`src/logic/ptm_regs.svh`:
```
// register map, field positions and codes of the periodic timer
// assumes byte-wide registers, one per aligned 32-bit word
`ifndef PTM_REGS_SVH
`define PTM_REGS_SVH
// byte addresses
`define PTM_ADR_CTRL0 8'h00
`define PTM_ADR_CTRL1 8'h04
`define PTM_ADR_CNT_LO 8'h08
`define PTM_ADR_CNT_HI 8'h0C
`define PTM_ADR_VAL_BASE 8'h10
`define PTM_VAL_STRIDE 8'h08
`define PTM_BYTE_STEP 8'h04
`define PTM_ADR_STATUS 8'h28
// value register indices (a, b, period)
`define PTM_VAL_A 0
`define PTM_VAL_B 1
`define PTM_VAL_P 2
`define PTM_VAL_NUM 3
// field positions
`define PTM_EN_BIT 3
`define PTM_MODE_HI 7
`define PTM_MODE_LO 6
`define PTM_PF_HI 5
`define PTM_PF_LO 4
`define PTM_OC_BIT 3
`define PTM_POL_BIT 2
`define PTM_CLR_BIT 0
`define PTM_AF_BIT 0
`define PTM_PF_FLAG_BIT 1
// writable masks and reset values
`define PTM_CTRL0_MASK 8'h08
`define PTM_CTRL1_MASK 8'hFD
`define PTM_BYTE_RST 8'h00
`define PTM_WORD_RST 16'h0000
`define PTM_WORD_ONE 16'h0001
// pin function codes, compare mode
`define PTM_PF_NONE 2'h0
`define PTM_PF_LOW 2'h1
`define PTM_PF_HIGH 2'h2
`define PTM_PF_TOG 2'h3
// pin function codes, pwm mode
`define PTM_PF_INACT 2'h0
`define PTM_PF_ACT 2'h1
`define PTM_PF_PWM 2'h2
`endif

```
`src/logic/ptm_pkg.sv`:
```
// types shared by the periodic timer modules
// assumes ptm_regs.svh for numeric constants
package ptm_pkg;
  typedef enum logic [1:0] {
    PTM_MODE_CMP = 2'h0,
    PTM_MODE_CAP = 2'h1,
    PTM_MODE_PWM = 2'h2,
    PTM_MODE_TMR = 2'h3
  } ptm_mode_t;

  typedef logic [15:0] ptm_word_t;

  // compare output and timer/counter share counting behaviour
  function automatic logic ptm_is_cmp(input ptm_mode_t m);
    ptm_is_cmp = (m == PTM_MODE_CMP) || (m == PTM_MODE_TMR);
  endfunction : ptm_is_cmp
endpackage : ptm_pkg

```
`src/logic/ptm_cnt_if.sv`:
```
// carrier between register side and counter core
// assumes one clock domain
`timescale 1ns/1ps
interface ptm_cnt_if;
  import ptm_pkg::*;
  logic enable;
  logic start;
  ptm_mode_t mode;
  logic clear_select;
  ptm_word_t a_val;
  ptm_word_t p_val;
  ptm_word_t count;
  logic a_match;
  logic p_match;
  logic pwm_active;

  modport core (
    input enable, start, mode, clear_select, a_val, p_val,
    output count, a_match, p_match, pwm_active
  );
  modport ctl (
    output enable, start, mode, clear_select, a_val, p_val,
    input count, a_match, p_match, pwm_active
  );
endinterface : ptm_cnt_if

```
`src/logic/ptm_counter.sv`:
```
// 16-bit up-counter with comparators a and period
// assumes enable and start come from the register side, same clock
`timescale 1ns/1ps
`include "ptm_regs.svh"
module ptm_counter
  import ptm_pkg::*;
(
  // clock and reset
  input wire logic clk_i,
  input wire logic rst_i,
  // control and result
  ptm_cnt_if.core cnt
);
  ptm_word_t cnt_q;
  ptm_word_t cnt_d;
  ptm_word_t p_term;
  logic a_hit;
  logic p_hit;

  // pwm terminal count is period minus one; zero wraps after 65536
  assign p_term = cnt.p_val - `PTM_WORD_ONE;

  always_comb begin
    a_hit = 1'b0;
    p_hit = 1'b0;
    cnt_d = cnt_q + `PTM_WORD_ONE;
    if (ptm_is_cmp(cnt.mode)) begin
      a_hit = (cnt_q == cnt.a_val) && (cnt.a_val != `PTM_WORD_RST);
      if (cnt.clear_select) begin
        if (a_hit) begin
          cnt_d = `PTM_WORD_RST;
        end
      end else begin
        // an all-zero period matches at the top count, i.e. on overflow
        if (cnt.p_val == `PTM_WORD_RST) begin
          p_hit = (cnt_q == ~`PTM_WORD_RST);
        end else begin
          p_hit = (cnt_q == cnt.p_val);
        end
        if (p_hit) begin
          cnt_d = `PTM_WORD_RST;
        end
      end
    end else if (cnt.mode == PTM_MODE_PWM) begin
      a_hit = (cnt_q == cnt.a_val);
      p_hit = (cnt_q == p_term);
      if (p_hit) begin
        cnt_d = `PTM_WORD_RST;
      end
    end
  end

  always_ff @(posedge clk_i) begin
    if (rst_i) begin
      cnt_q <= `PTM_WORD_RST;
    end else if (cnt.start) begin
      cnt_q <= `PTM_WORD_RST;
    end else if (cnt.enable) begin
      cnt_q <= cnt_d;
    end
  end

  assign cnt.count = cnt_q;
  assign cnt.a_match = cnt.enable && !cnt.start && a_hit;
  assign cnt.p_match = cnt.enable && !cnt.start && p_hit;
  // duty at or above period holds the active level
  assign cnt.pwm_active = (cnt_q < cnt.a_val) ||
                          ((cnt.p_val != `PTM_WORD_RST) && (cnt.a_val >= cnt.p_val));
endmodule : ptm_counter

```
`src/logic/ptm_top.sv`:
```
// periodic timer with compare output, timer/counter and pwm modes
// assumes a classic wishbone master on clk_i; one counter tick per clock
//
// Functional notes
// - counter readable as two read-only bytes
// - compare a value in two bytes
// - capture b value in two bytes
// - period value in two bytes
// - two-bit field selects the operating mode
// - mode 00 is compare output mode
// - clear select low: period clear, both flags
// - clear select high: a clear, a flag only
// - a value zero: overflow, no a flag
// - pin moves only on a match
// - pin function picks low, high, toggle
// - enable rise loads pin initial level
// - mode 11 like compare, pin unused
// - mode 10 pwm: period clears, a duty
// - pwm raises both match flags
// - pwm period equals period value, zero 65536
// - duty at or above period gives 100%
// - pwm level, force and polarity controls
// - pwm counting continues while output forced
// - enable rise zeroes counter, fall holds
// - pin function codes per mode
// - output control: initial level or active level
//
// Implementation choices: the Wishbone slave port and the register offsets.
`timescale 1ns/1ps
`include "ptm_regs.svh"
module ptm_top
  import ptm_pkg::*;
(
  // clock and reset
  input wire logic clk_i,
  input wire logic rst_i,
  // wishbone slave
  input wire logic cyc_i,
  input wire logic stb_i,
  input wire logic we_i,
  input wire logic [7:0] adr_i,
  input wire logic [3:0] sel_i,
  input wire logic [31:0] dat_i,
  output logic [31:0] dat_o,
  output logic ack_o,
  // timer output pin
  output logic pin_o,
  output logic pin_oe_o,
  // match flags
  output logic a_match_flag_o,
  output logic period_match_flag_o
);

  // ----------------------------------------------------------------
  // bus decode
  // ----------------------------------------------------------------
  logic ack_q;
  logic req;
  logic wr;
  logic [31:0] dat_q;
  logic [31:0] rd_d;
  logic [7:0] wbyte;

  assign req = cyc_i && stb_i && !ack_q;
  assign wr = req && we_i && sel_i[0];
  assign wbyte = dat_i[7:0];

  function automatic logic hit(input logic [7:0] a, input logic [7:0] b);
    hit = (a[7:2] == b[7:2]);
  endfunction : hit

  // ----------------------------------------------------------------
  // value register addresses
  // ----------------------------------------------------------------
  // three 16-bit values, each a low and a high byte register
  function automatic logic [7:0] val_adr(input int idx, input logic hi_byte);
    val_adr = `PTM_ADR_VAL_BASE + 8'(idx) * `PTM_VAL_STRIDE;
    if (hi_byte) begin
      val_adr = val_adr + `PTM_BYTE_STEP;
    end
  endfunction : val_adr

  // ----------------------------------------------------------------
  // control registers
  // ----------------------------------------------------------------
  logic [7:0] c0_q;
  logic [7:0] c1_q;
  logic en_q;
  logic en_dly_q;
  logic start;
  ptm_mode_t mode;
  logic [1:0] pin_func;
  logic out_ctl;
  logic out_pol;
  logic clr_sel;

  always_ff @(posedge clk_i) begin
    if (rst_i) begin
      c0_q <= `PTM_BYTE_RST;
    end else if (wr && hit(adr_i, `PTM_ADR_CTRL0)) begin
      c0_q <= wbyte & `PTM_CTRL0_MASK;
    end
  end

  always_ff @(posedge clk_i) begin
    if (rst_i) begin
      c1_q <= `PTM_BYTE_RST;
    end else if (wr && hit(adr_i, `PTM_ADR_CTRL1)) begin
      c1_q <= wbyte & `PTM_CTRL1_MASK;
    end
  end

  assign en_q = c0_q[`PTM_EN_BIT];
  assign mode = ptm_mode_t'(c1_q[`PTM_MODE_HI:`PTM_MODE_LO]);
  assign pin_func = c1_q[`PTM_PF_HI:`PTM_PF_LO];
  assign out_ctl = c1_q[`PTM_OC_BIT];
  assign out_pol = c1_q[`PTM_POL_BIT];
  assign clr_sel = c1_q[`PTM_CLR_BIT];

  // enable edge detect
  always_ff @(posedge clk_i) begin
    if (rst_i) begin
      en_dly_q <= 1'b0;
    end else begin
      en_dly_q <= en_q;
    end
  end

  assign start = en_q && !en_dly_q;

  // ----------------------------------------------------------------
  // compare, capture and period values
  // ----------------------------------------------------------------
  ptm_word_t val_q [`PTM_VAL_NUM];

  // bytes of a value are written independently, effective at once
  generate
    for (genvar gi = 0; gi < `PTM_VAL_NUM; gi++) begin : g_val
      localparam logic [7:0] LO_ADR = val_adr(gi, 1'b0);
      localparam logic [7:0] HI_ADR = val_adr(gi, 1'b1);
      always_ff @(posedge clk_i) begin
        if (rst_i) begin
          val_q[gi] <= `PTM_WORD_RST;
        end else if (wr && hit(adr_i, LO_ADR)) begin
          val_q[gi][7:0] <= wbyte;
        end else if (wr && hit(adr_i, HI_ADR)) begin
          val_q[gi][15:8] <= wbyte;
        end
      end
    end
  endgenerate

  // ----------------------------------------------------------------
  // counter core
  // ----------------------------------------------------------------
  ptm_cnt_if cif ();

  assign cif.enable = en_q;
  assign cif.start = start;
  assign cif.mode = mode;
  assign cif.clear_select = clr_sel;
  assign cif.a_val = val_q[`PTM_VAL_A];
  assign cif.p_val = val_q[`PTM_VAL_P];

  ptm_counter u_counter (
    .clk_i(clk_i),
    .rst_i(rst_i),
    .cnt(cif.core)
  );

  // ----------------------------------------------------------------
  // match flags
  // ----------------------------------------------------------------
  logic af_q;
  logic pf_q;
  logic af_clr;
  logic pf_clr;
  logic st_wr;

  // write one to clear; a new match in the same cycle wins
  assign st_wr = wr && hit(adr_i, `PTM_ADR_STATUS);
  assign af_clr = st_wr && wbyte[`PTM_AF_BIT];
  assign pf_clr = st_wr && wbyte[`PTM_PF_FLAG_BIT];

  always_ff @(posedge clk_i) begin
    if (rst_i) begin
      af_q <= 1'b0;
    end else begin
      af_q <= (af_q && !af_clr) || cif.a_match;
    end
  end

  always_ff @(posedge clk_i) begin
    if (rst_i) begin
      pf_q <= 1'b0;
    end else begin
      pf_q <= (pf_q && !pf_clr) || cif.p_match;
    end
  end

  assign a_match_flag_o = af_q;
  assign period_match_flag_o = pf_q;

  // ----------------------------------------------------------------
  // compare output pin state
  // ----------------------------------------------------------------
  logic cmp_lvl_q;

  always_ff @(posedge clk_i) begin
    if (rst_i) begin
      cmp_lvl_q <= 1'b0;
    end else if (start) begin
      cmp_lvl_q <= out_ctl;
    end else if (mode == PTM_MODE_CMP && cif.a_match) begin
      case (pin_func)
        `PTM_PF_LOW: begin
          cmp_lvl_q <= 1'b0;
        end
        `PTM_PF_HIGH: begin
          cmp_lvl_q <= 1'b1;
        end
        `PTM_PF_TOG: begin
          cmp_lvl_q <= !cmp_lvl_q;
        end
        default: begin
          cmp_lvl_q <= cmp_lvl_q;
        end
      endcase
    end
  end

  // ----------------------------------------------------------------
  // pwm level and pin drive
  // ----------------------------------------------------------------
  logic pwm_on;
  logic pin_d;
  logic pin_q;
  logic oe_d;
  logic oe_q;

  always_comb begin
    case (pin_func)
      `PTM_PF_INACT: begin
        pwm_on = 1'b0;
      end
      `PTM_PF_ACT: begin
        pwm_on = 1'b1;
      end
      `PTM_PF_PWM: begin
        pwm_on = cif.pwm_active;
      end
      default: begin
        pwm_on = 1'b0;
      end
    endcase
  end

  always_comb begin
    pin_d = 1'b0;
    oe_d = 1'b0;
    case (mode)
      PTM_MODE_CMP: begin
        pin_d = cmp_lvl_q ^ out_pol;
        oe_d = 1'b1;
      end
      PTM_MODE_PWM: begin
        // active level from output control, then polarity
        pin_d = (pwm_on ? out_ctl : !out_ctl) ^ out_pol;
        oe_d = 1'b1;
      end
      PTM_MODE_TMR: begin
        pin_d = 1'b0;
        oe_d = 1'b0;
      end
      default: begin
        pin_d = cmp_lvl_q ^ out_pol;
        oe_d = 1'b1;
      end
    endcase
  end

  always_ff @(posedge clk_i) begin
    if (rst_i) begin
      pin_q <= 1'b0;
      oe_q <= 1'b0;
    end else begin
      pin_q <= pin_d;
      oe_q <= oe_d;
    end
  end

  assign pin_o = pin_q;
  assign pin_oe_o = oe_q;

  // ----------------------------------------------------------------
  // read mux and acknowledge
  // ----------------------------------------------------------------
  always_comb begin
    rd_d = 32'h0000_0000;
    if (hit(adr_i, `PTM_ADR_CTRL0)) begin
      rd_d[7:0] = c0_q;
    end else if (hit(adr_i, `PTM_ADR_CTRL1)) begin
      rd_d[7:0] = c1_q;
    end else if (hit(adr_i, `PTM_ADR_CNT_LO)) begin
      rd_d[7:0] = cif.count[7:0];
    end else if (hit(adr_i, `PTM_ADR_CNT_HI)) begin
      rd_d[7:0] = cif.count[15:8];
    end else if (hit(adr_i, `PTM_ADR_STATUS)) begin
      rd_d[`PTM_AF_BIT] = af_q;
      rd_d[`PTM_PF_FLAG_BIT] = pf_q;
    end else begin
      for (int i = 0; i < `PTM_VAL_NUM; i++) begin
        if (hit(adr_i, val_adr(i, 1'b0))) begin
          rd_d[7:0] = val_q[i][7:0];
        end
        if (hit(adr_i, val_adr(i, 1'b1))) begin
          rd_d[7:0] = val_q[i][15:8];
        end
      end
    end
  end

  always_ff @(posedge clk_i) begin
    if (rst_i) begin
      ack_q <= 1'b0;
    end else begin
      ack_q <= req;
    end
  end

  always_ff @(posedge clk_i) begin
    if (rst_i) begin
      dat_q <= 32'h0000_0000;
    end else if (req && !we_i) begin
      dat_q <= rd_d;
    end
  end

  assign ack_o = ack_q;
  assign dat_o = dat_q;

endmodule : ptm_top
```
`config.mk`:
```
export PLATFORM = sky130hd
export DESIGN_NAME = ptm_top
export DESIGN_NICKNAME = d
export VERILOG_FILES = /design/src/logic/ptm_pkg.sv /design/src/logic/ptm_cnt_if.sv /design/src/logic/ptm_counter.sv /design/src/logic/ptm_top.sv
export VERILOG_INCLUDE_DIRS = /design/src /design/src/logic
export SDC_FILE = /design/constraint.sdc
export NUM_CORES = 1
export LEC_CHECK = 0
export ABC_AREA = 0
export BUFFER_PORTS_ARGS = -buffer_cell sky130_fd_sc_hd__buf_4
export CAP_MARGIN = 20
export CORE_MARGIN = 10
export CORE_UTILIZATION = 50
export CTS_CLUSTER_DIAMETER = 150
export DETAILED_ROUTE_END_ITERATION = 6
export GPL_ROUTABILITY_DRIVEN = 0
export HOLD_SLACK_MARGIN = 0.06
export PLACE_DENSITY = 0.68
export SETUP_SLACK_MARGIN = 0.02
export SYNTH_ARGS = -nofsm -noshare
export SYNTH_HDL_FRONTEND = slang
export SYNTH_HIERARCHICAL = 1
export SYNTH_SLANG_ARGS = --single-unit
```
`constraint.sdc`:
```
create_clock -name clk_i -period 4 [get_ports clk_i]
set_clock_uncertainty 0.1 [all_clocks]
set_input_delay 1 -clock clk_i [delete_from_list [all_inputs] [get_ports clk_i]]
set_output_delay 1 -clock clk_i [all_outputs]
set_load 0.02 [all_outputs]
```
== Word level (Yosys, flattened, before mapping) ==
Memory sizes are Yosys's and may differ from the RTL's.
Cells that the tools add are included.
Storage, ports and cells
  output and inout bits: 37
  bits in read-only memories: 0
  word-level logic and storage cells: 169
  register bits after elaboration: 39
  latch bits: 0
  RAM bits: 48
  memories kept: 1
Cells by class
  shifts and indexed selects: 0
  multipliers: 0
  bitwise gates (word level): 8
  equality and inequality tests: 22
  magnitude comparators: 2
  $add $sub $neg: 2
  reduce and logical (&&, ||, !) cells: 46
  divide/modulo/power cells: 0
  mux-type cells: 77
Memory list
  val_q: depth 3, bits a word 16, rd ports 3, clocked after Yosys merged registers in 0, write ports 3, line ptm_top.sv:134  | ptm_word_t val_q [`PTM_VAL_NUM];
Operator list (count)
  $mux W8: 31
  $mux W16: 6
  $eq A16 B16 Y1: 3
  $mux W1: 35
  $reduce_bool A16 Y1: 2
  $logic_and A1 B1 Y1: 25
  $eq A6 B3 Y1 const B: 4
  $eq A6 B4 Y1 const B: 3
  $eq A6 B6 Y1: 3
  $add A16 B1 Y16 const B: 1
  $eq A16 B16 Y1 const B: 1
  $ge A16 B16 Y1: 1
  $logic_not A16 Y1: 1
  $lt A16 B16 Y1: 1
  $sub A16 B1 Y16 const B: 1
  $eq A6 B2 Y1 const B: 2
  $eq A2 B2 Y1 const B: 4
  $logic_not A1 Y1: 8
  $eq A6 B1 Y1 const B: 1
  $logic_not A6 Y1: 1
  $mux W6: 1
  $or A1 B1 Y1: 6
  $logic_or A1 B1 Y1: 4
  $pmux W1 S2: 2
  9 further kinds: 10

== Depth between registers and ports, before layout ==
  depth in word-level cells: 17
  mapped depth: 14
  gate-level depth less buffers: 14

== Cells and area by module ==
Netlist, hierarchy kept.
Modules (own cells, without submodules)
  ptm_top: instances 1, sequential area each 1901.8 um^2, area each 4026.4 um^2, cells an instance 382
  ptm_counter: instances 1, sequential area each 320.3 um^2, area each 2409.8 um^2, cells an instance 309

== Worst setup path after synthesis ==
OpenSTA, ideal clock, no wires.
  path kind: input to register
  start: in adr_i[6]
  end: mem val_q[1][10] (netlist bit) (enable)
  data required time: 3.513 ns
  data arrival time: 2.749 ns
  stages: 5
  path buffers: 3
  setup slack: 0.765 ns
  library setup time: 0.387 ns
  cells stage by stage: buf_2 > or4b_1 > clkbuf_1 > clkbuf_1 > o31ai_1
RTL lines
  from (decl): line ptm_top.sv:41  | input wire logic [7:0] adr_i,
  to (decl): line ptm_top.sv:134

==> flow_results.xml <==
<?xml version="1.0" encoding="UTF-8"?>
<metrics>
  <group name="global_route">
    <metric name="vias_in_the_first_global_route" unit="">5394</metric>
    <metric name="antenna_found_initial" unit="">0</metric>
    <metric name="global_route_wire_length_before_repair" unit="mm">30.7</metric>
    <metric name="gr-usage-all-layers" unit="%">22.0</metric>
    <metric name="gr_overflow_total" unit="">0</metric>
    <metric name="largest_net_degree_at_the_start_of_global_routing" unit="">51</metric>
  </group>
  <group name="clock_tree">
    <metric name="cts_max_path_buffers" unit="">2</metric>
    <metric name="ctsHoldBuffers" unit="">0</metric>
    <metric name="cts_tree" unit="">yes</metric>
    <metric name="cts_buffers" unit="">9</metric>
    <metric name="clkSlewWorstSetupHoldPaths" unit="ns">0.07</metric>
    <metric name="cts_setup_buffers" unit="">0</metric>
    <metric name="cts_repair_resize_count" unit="">0</metric>
    <metric name="cts_root_cell" unit="">sky130_fd_sc_hd__clkbuf_16</metric>
    <metric name="cts.sink_count" unit="">87</metric>
    <metric name="clock_insertion_delay_worst_skew" unit="ns">0.36</metric>
    <metric name="htreeDepth" unit="">3</metric>
  </group>
  <group name="finish">
    <metric name="antennaDiodeCount" unit="">0</metric>
    <metric name="area_occupied_by_multi_input_gates" unit="sq um">3730</metric>
    <metric name="instances_no_fill" unit="">891</metric>
    <metric name="final_layout_size_suffix_gt1_share" unit="%">14.7</metric>
    <metric name="area_delta_synth_final" unit="%">9.49</metric>
    <metric name="finish.net_count" unit="">801</metric>
    <metric name="fin_util" unit="%">55.8</metric>
    <metric name="fill_cells" unit="">1172</metric>
    <metric name="seq_area" unit="sq um">2220</metric>
  </group>
  <group name="floorplan">
    <metric name="floorplan.initialDensity" unit="%">51.0</metric>
    <metric name="die_w" unit="microns">133</metric>
    <metric name="floorplan.core_area" unit="sq um">12600</metric>
    <metric name="std_cell_rows" unit="">41</metric>
    <metric name="top_level_port_count" unit="">86</metric>
    <metric name="floorplan.die_area" unit="sq um">17800</metric>
    <metric name="chipHeight" unit="microns">133</metric>
  </group>
  <group name="power_and_ir_drop">
    <metric name="max-vdd-ir-drop" unit="mV">0.260</metric>
    <metric name="post-layout-total-power" unit="mW">2.08</metric>
    <metric name="leakage" unit="nW">2.72</metric>
    <metric name="power_per_standard_cell_area" unit="nW/um^2">295</metric>
  </group>
  <group name="yosys">
    <metric name="count_of_flip_flops_with_a_built_in_enable_after_synthesis" unit="">48</metric>
    <metric name="yosys.area.top_type" unit="">sky130_fd_sc_hd__edfxtp_1</metric>
    <metric name="postSynthCellCount" unit="">691</metric>
    <metric name="area_of_the_mapped_netlist" unit="sq um">6440</metric>
    <metric name="post_synth_main_area_contributors" unit="">sky130_fd_sc_hd__edfxtp_1 22%, sky130_fd_sc_hd__dfxtp_1 12%, sky130_fd_sc_hd__ha_1 7.4%</metric>
    <metric name="yosysSeqAreaShare" unit="%">34.5</metric>
    <metric name="post_synth_num_cell_types" unit="">79</metric>
    <metric name="synth_largest_type_area_fraction" unit="%">22.4</metric>
    <metric name="ys_warn_count" unit="">6</metric>
    <metric name="synth-seq-cells" unit="">87</metric>
    <metric name="postSynth.topFlopCell" unit="">sky130_fd_sc_hd__edfxtp_1</metric>
    <metric name="ys_async_sr_fraction" unit="%">0</metric>
    <metric name="synth.avg_cell_area" unit="sq um">9.31</metric>
  </group>
  <group name="routing">
    <metric name="vias_per_cell" unit="">6.16</metric>
    <metric name="initialDrtViolationCount" unit="">738</metric>
    <metric name="residual_antenna_violating_net_count_after_detailed_routing" unit="">0</metric>
    <metric name="routedWlPerCell" unit="microns">22.1</metric>
    <metric name="via_count" unit="">5486</metric>
    <metric name="drt_drc_violations_left" unit="">0</metric>
    <metric name="drt_first_pass_iters" unit="">5</metric>
    <metric name="total_detailed_routing_wirelength" unit="mm">19.7</metric>
  </group>
  <group name="critical_path">
    <metric name="crit_type" unit="">flop to flop</metric>
    <metric name="critical-path-top-cell-by-count" unit="">sky130_fd_sc_hd__and4_1</metric>
    <metric name="crit_path_top_delay_cell" unit="">sky130_fd_sc_hd__o41ai_1</metric>
    <metric name="critical_path.cell_chain" unit="">inv_1, ha_1, nor4b_4, and4_1, and4_1, a21oi_1, o41ai_1, a31oi_1, o31ai_4, buf_4, nor2_1</metric>
    <metric name="required" unit="ns">4.14</metric>
    <metric name="timing.critical_path.to_type" unit="">flop</metric>
    <metric name="timing.critical_path.buf_inv" unit="">2</metric>
    <metric name="worstReg2RegEnd" unit="">u_counter/cnt.count[2]</metric>
    <metric name="critPathMaxStageDelay" unit="ns">0.52</metric>
    <metric name="critical_path.reg2reg.startpoint" unit="">val_q[2][1]</metric>
    <metric name="critical_path.max_fanout" unit="">14</metric>
    <metric name="critical_path.startpoint_type" unit="">flop</metric>
    <metric name="r2r.worst_path.cells" unit="">11</metric>
    <metric name="worst_path_dominant_cell_family" unit="">simple AND/OR/NAND/NOR gates</metric>
    <metric name="critPathArrivalTime" unit="ns">3.66</metric>
    <metric name="reg2reg_setup_slack" unit="ns">0.48</metric>
  </group>
  <group name="timing">
    <metric name="timing.max_slew.rel_slack" unit="%">33.8</metric>
    <metric name="final-max-slew-violation-count" unit="">0</metric>
    <metric name="tns" unit="ns">0</metric>
    <metric name="grt_setup_unrepaired" unit="">no</metric>
    <metric name="finalCriticalPeriod" unit="ns">3.52</metric>
    <metric name="hold_viol_final" unit="">0</metric>
    <metric name="layout_worst_path_cycle_share" unit="%">88.0</metric>
    <metric name="worst_slew_pin_slew" unit="ns">0.985</metric>
    <metric name="finalSetupViolations" unit="">0</metric>
    <metric name="maxClockFrequency" unit="GHz">0.284</metric>
  </group>
  <group name="min_path">
    <metric name="hold_path.startpoint" unit="">a_match_flag_o</metric>
    <metric name="min_delay_worst_endpoint" unit="">a_match_flag_o</metric>
    <metric name="holdCritPathClass" unit="">flop to flop</metric>
    <metric name="whs_path_depth" unit="">2</metric>
  </group>
  <group name="outcome">
    <metric name="run_status" unit="">completed</metric>
  </group>
  <group name="place">
    <metric name="detailed_place_hpwl" unit="mm">14.6</metric>
    <metric name="io_buffer_count" unit="">32</metric>
    <metric name="inst_count_dp" unit="">875</metric>
  </group>
  <group name="job">
    <metric name="max-cap-violations" unit="">0</metric>
  </group>
</metrics>
[sequential cells by signal, indices dropped and copies added (netlist names)]
name,count
c0_q,1
ack_o,1
cmp_lvl_q,1
pin_oe_o,1
u_counter/cnt.count,16
en_dly_q,1
c1_q,7
val_q,48
period_match_flag_o,1
a_match_flag_o,1
pin_o,1
dat_o,8
[per-stage QoR]
step                      hold WS (ns)  instance area [sq um]  setup WS, ns
final                            0.407                   7050         0.480
after global routing             0.436                   7050         0.352
after CTS                        0.407                   7050         0.566
after detailed placement         0.391                   6760         0.600
after global placement           0.388                   6760         0.654
after floorplan                  0.402                   6520         0.765
[synthesized netlist by cell type, types with 21 or more instances]
master,instances
sky130_fd_sc_hd__inv_1,55
sky130_fd_sc_hd__edfxtp_1,48
sky130_fd_sc_hd__dfxtp_1,39
sky130_fd_sc_hd__and2_1,38
sky130_fd_sc_hd__ha_1,38
sky130_fd_sc_hd__a21oi_1,30
sky130_fd_sc_hd__nor2_1,29
sky130_fd_sc_hd__nand2_1,27
sky130_fd_sc_hd__buf_4,25
sky130_fd_sc_hd__xnor2_1,21
[metal layers]
metal / global-route usage [%] / wire length [microns] / up-vias
li1: - / - / 2534
met1: 28.1 / 8110 / 2615
met2: 35.7 / 9450 / 303
met3: 4.59 / 1620 / 34
met4: 8.10 / 517 / 0
met5: 0 / 0 / -
[power breakdown]
group	total [mW]	switching, mW	internal [mW]
logic	0.250	0.163	0.0872
clock network	0.838	0.392	0.445
registers	0.988	0.0272	0.961
total	2.08	0.582	1.49
[layout make-up]
class / count / area share, %
multi-input combinational: 509 / 52.9
sequential: 87 / 31.5
timing repair buffer: 52 / 5.54
clock buffer: 11 / 3.44
tap: 172 / 3.05
inverter: 55 / 2.93
clock inverter: 5 / 0.604
[placed cells by master, fill, tap and decap left out, drive strengths merged, types with 17 or more instances in the layout]
cell type and n:
xnor2 21, nor2 39, dfxtp 39, mux2i 17, nor4 22, ha 38
buf 52, a21oi 31, edfxtp 48, o21ai 22, nor3 18, and2 38
nand2 27, inv 57, xor2 19, conb 24
[cells by family after synthesis]
family | after synthesis | share of synthesized area (%)
other | 1 | 0.0583
XOR/XNOR | 40 | 5.44
multiplexers | 28 | 5.44
adder cells (fa/ha/maj) | 38 | 7.39
AO/OA/AOI/OAI | 142 | 15.6
AND/OR/NAND/NOR | 237 | 22.6
buffers and inverters | 118 | 8.90
flip-flops | 87 | 34.5
[worst max path at each step]
stage | startpoint | to | depth (start not counted)
floorplan | adr_i[6] | val_q[1][10] | 5
global placement | val_q[2][1] | u_counter/cnt.count[3] | 11
detailed placement | val_q[2][1] | u_counter/cnt.count[2] | 11
CTS | val_q[2][1] | u_counter/cnt.count[3] | 11
global route | val_q[2][1] | u_counter/cnt.count[3] | 11
finish | val_q[2][1] | u_counter/cnt.count[2] | 11
[worst register-to-register path, stage by stage, from the launching register on]
cell and delay, ns:
sky130_fd_sc_hd__edfxtp_1 0.51, sky130_fd_sc_hd__inv_1 0.16, sky130_fd_sc_hd__ha_1 0.19, sky130_fd_sc_hd__nor4b_4 0.43, sky130_fd_sc_hd__and4_1 0.47, sky130_fd_sc_hd__and4_1 0.25
sky130_fd_sc_hd__a21oi_1 0.04, sky130_fd_sc_hd__o41ai_1 0.52, sky130_fd_sc_hd__a31oi_1 0.18, sky130_fd_sc_hd__o31ai_4 0.21, sky130_fd_sc_hd__buf_4 0.26, sky130_fd_sc_hd__nor2_1 0.08
Note: power is estimated with default switching activity, not from simulation.
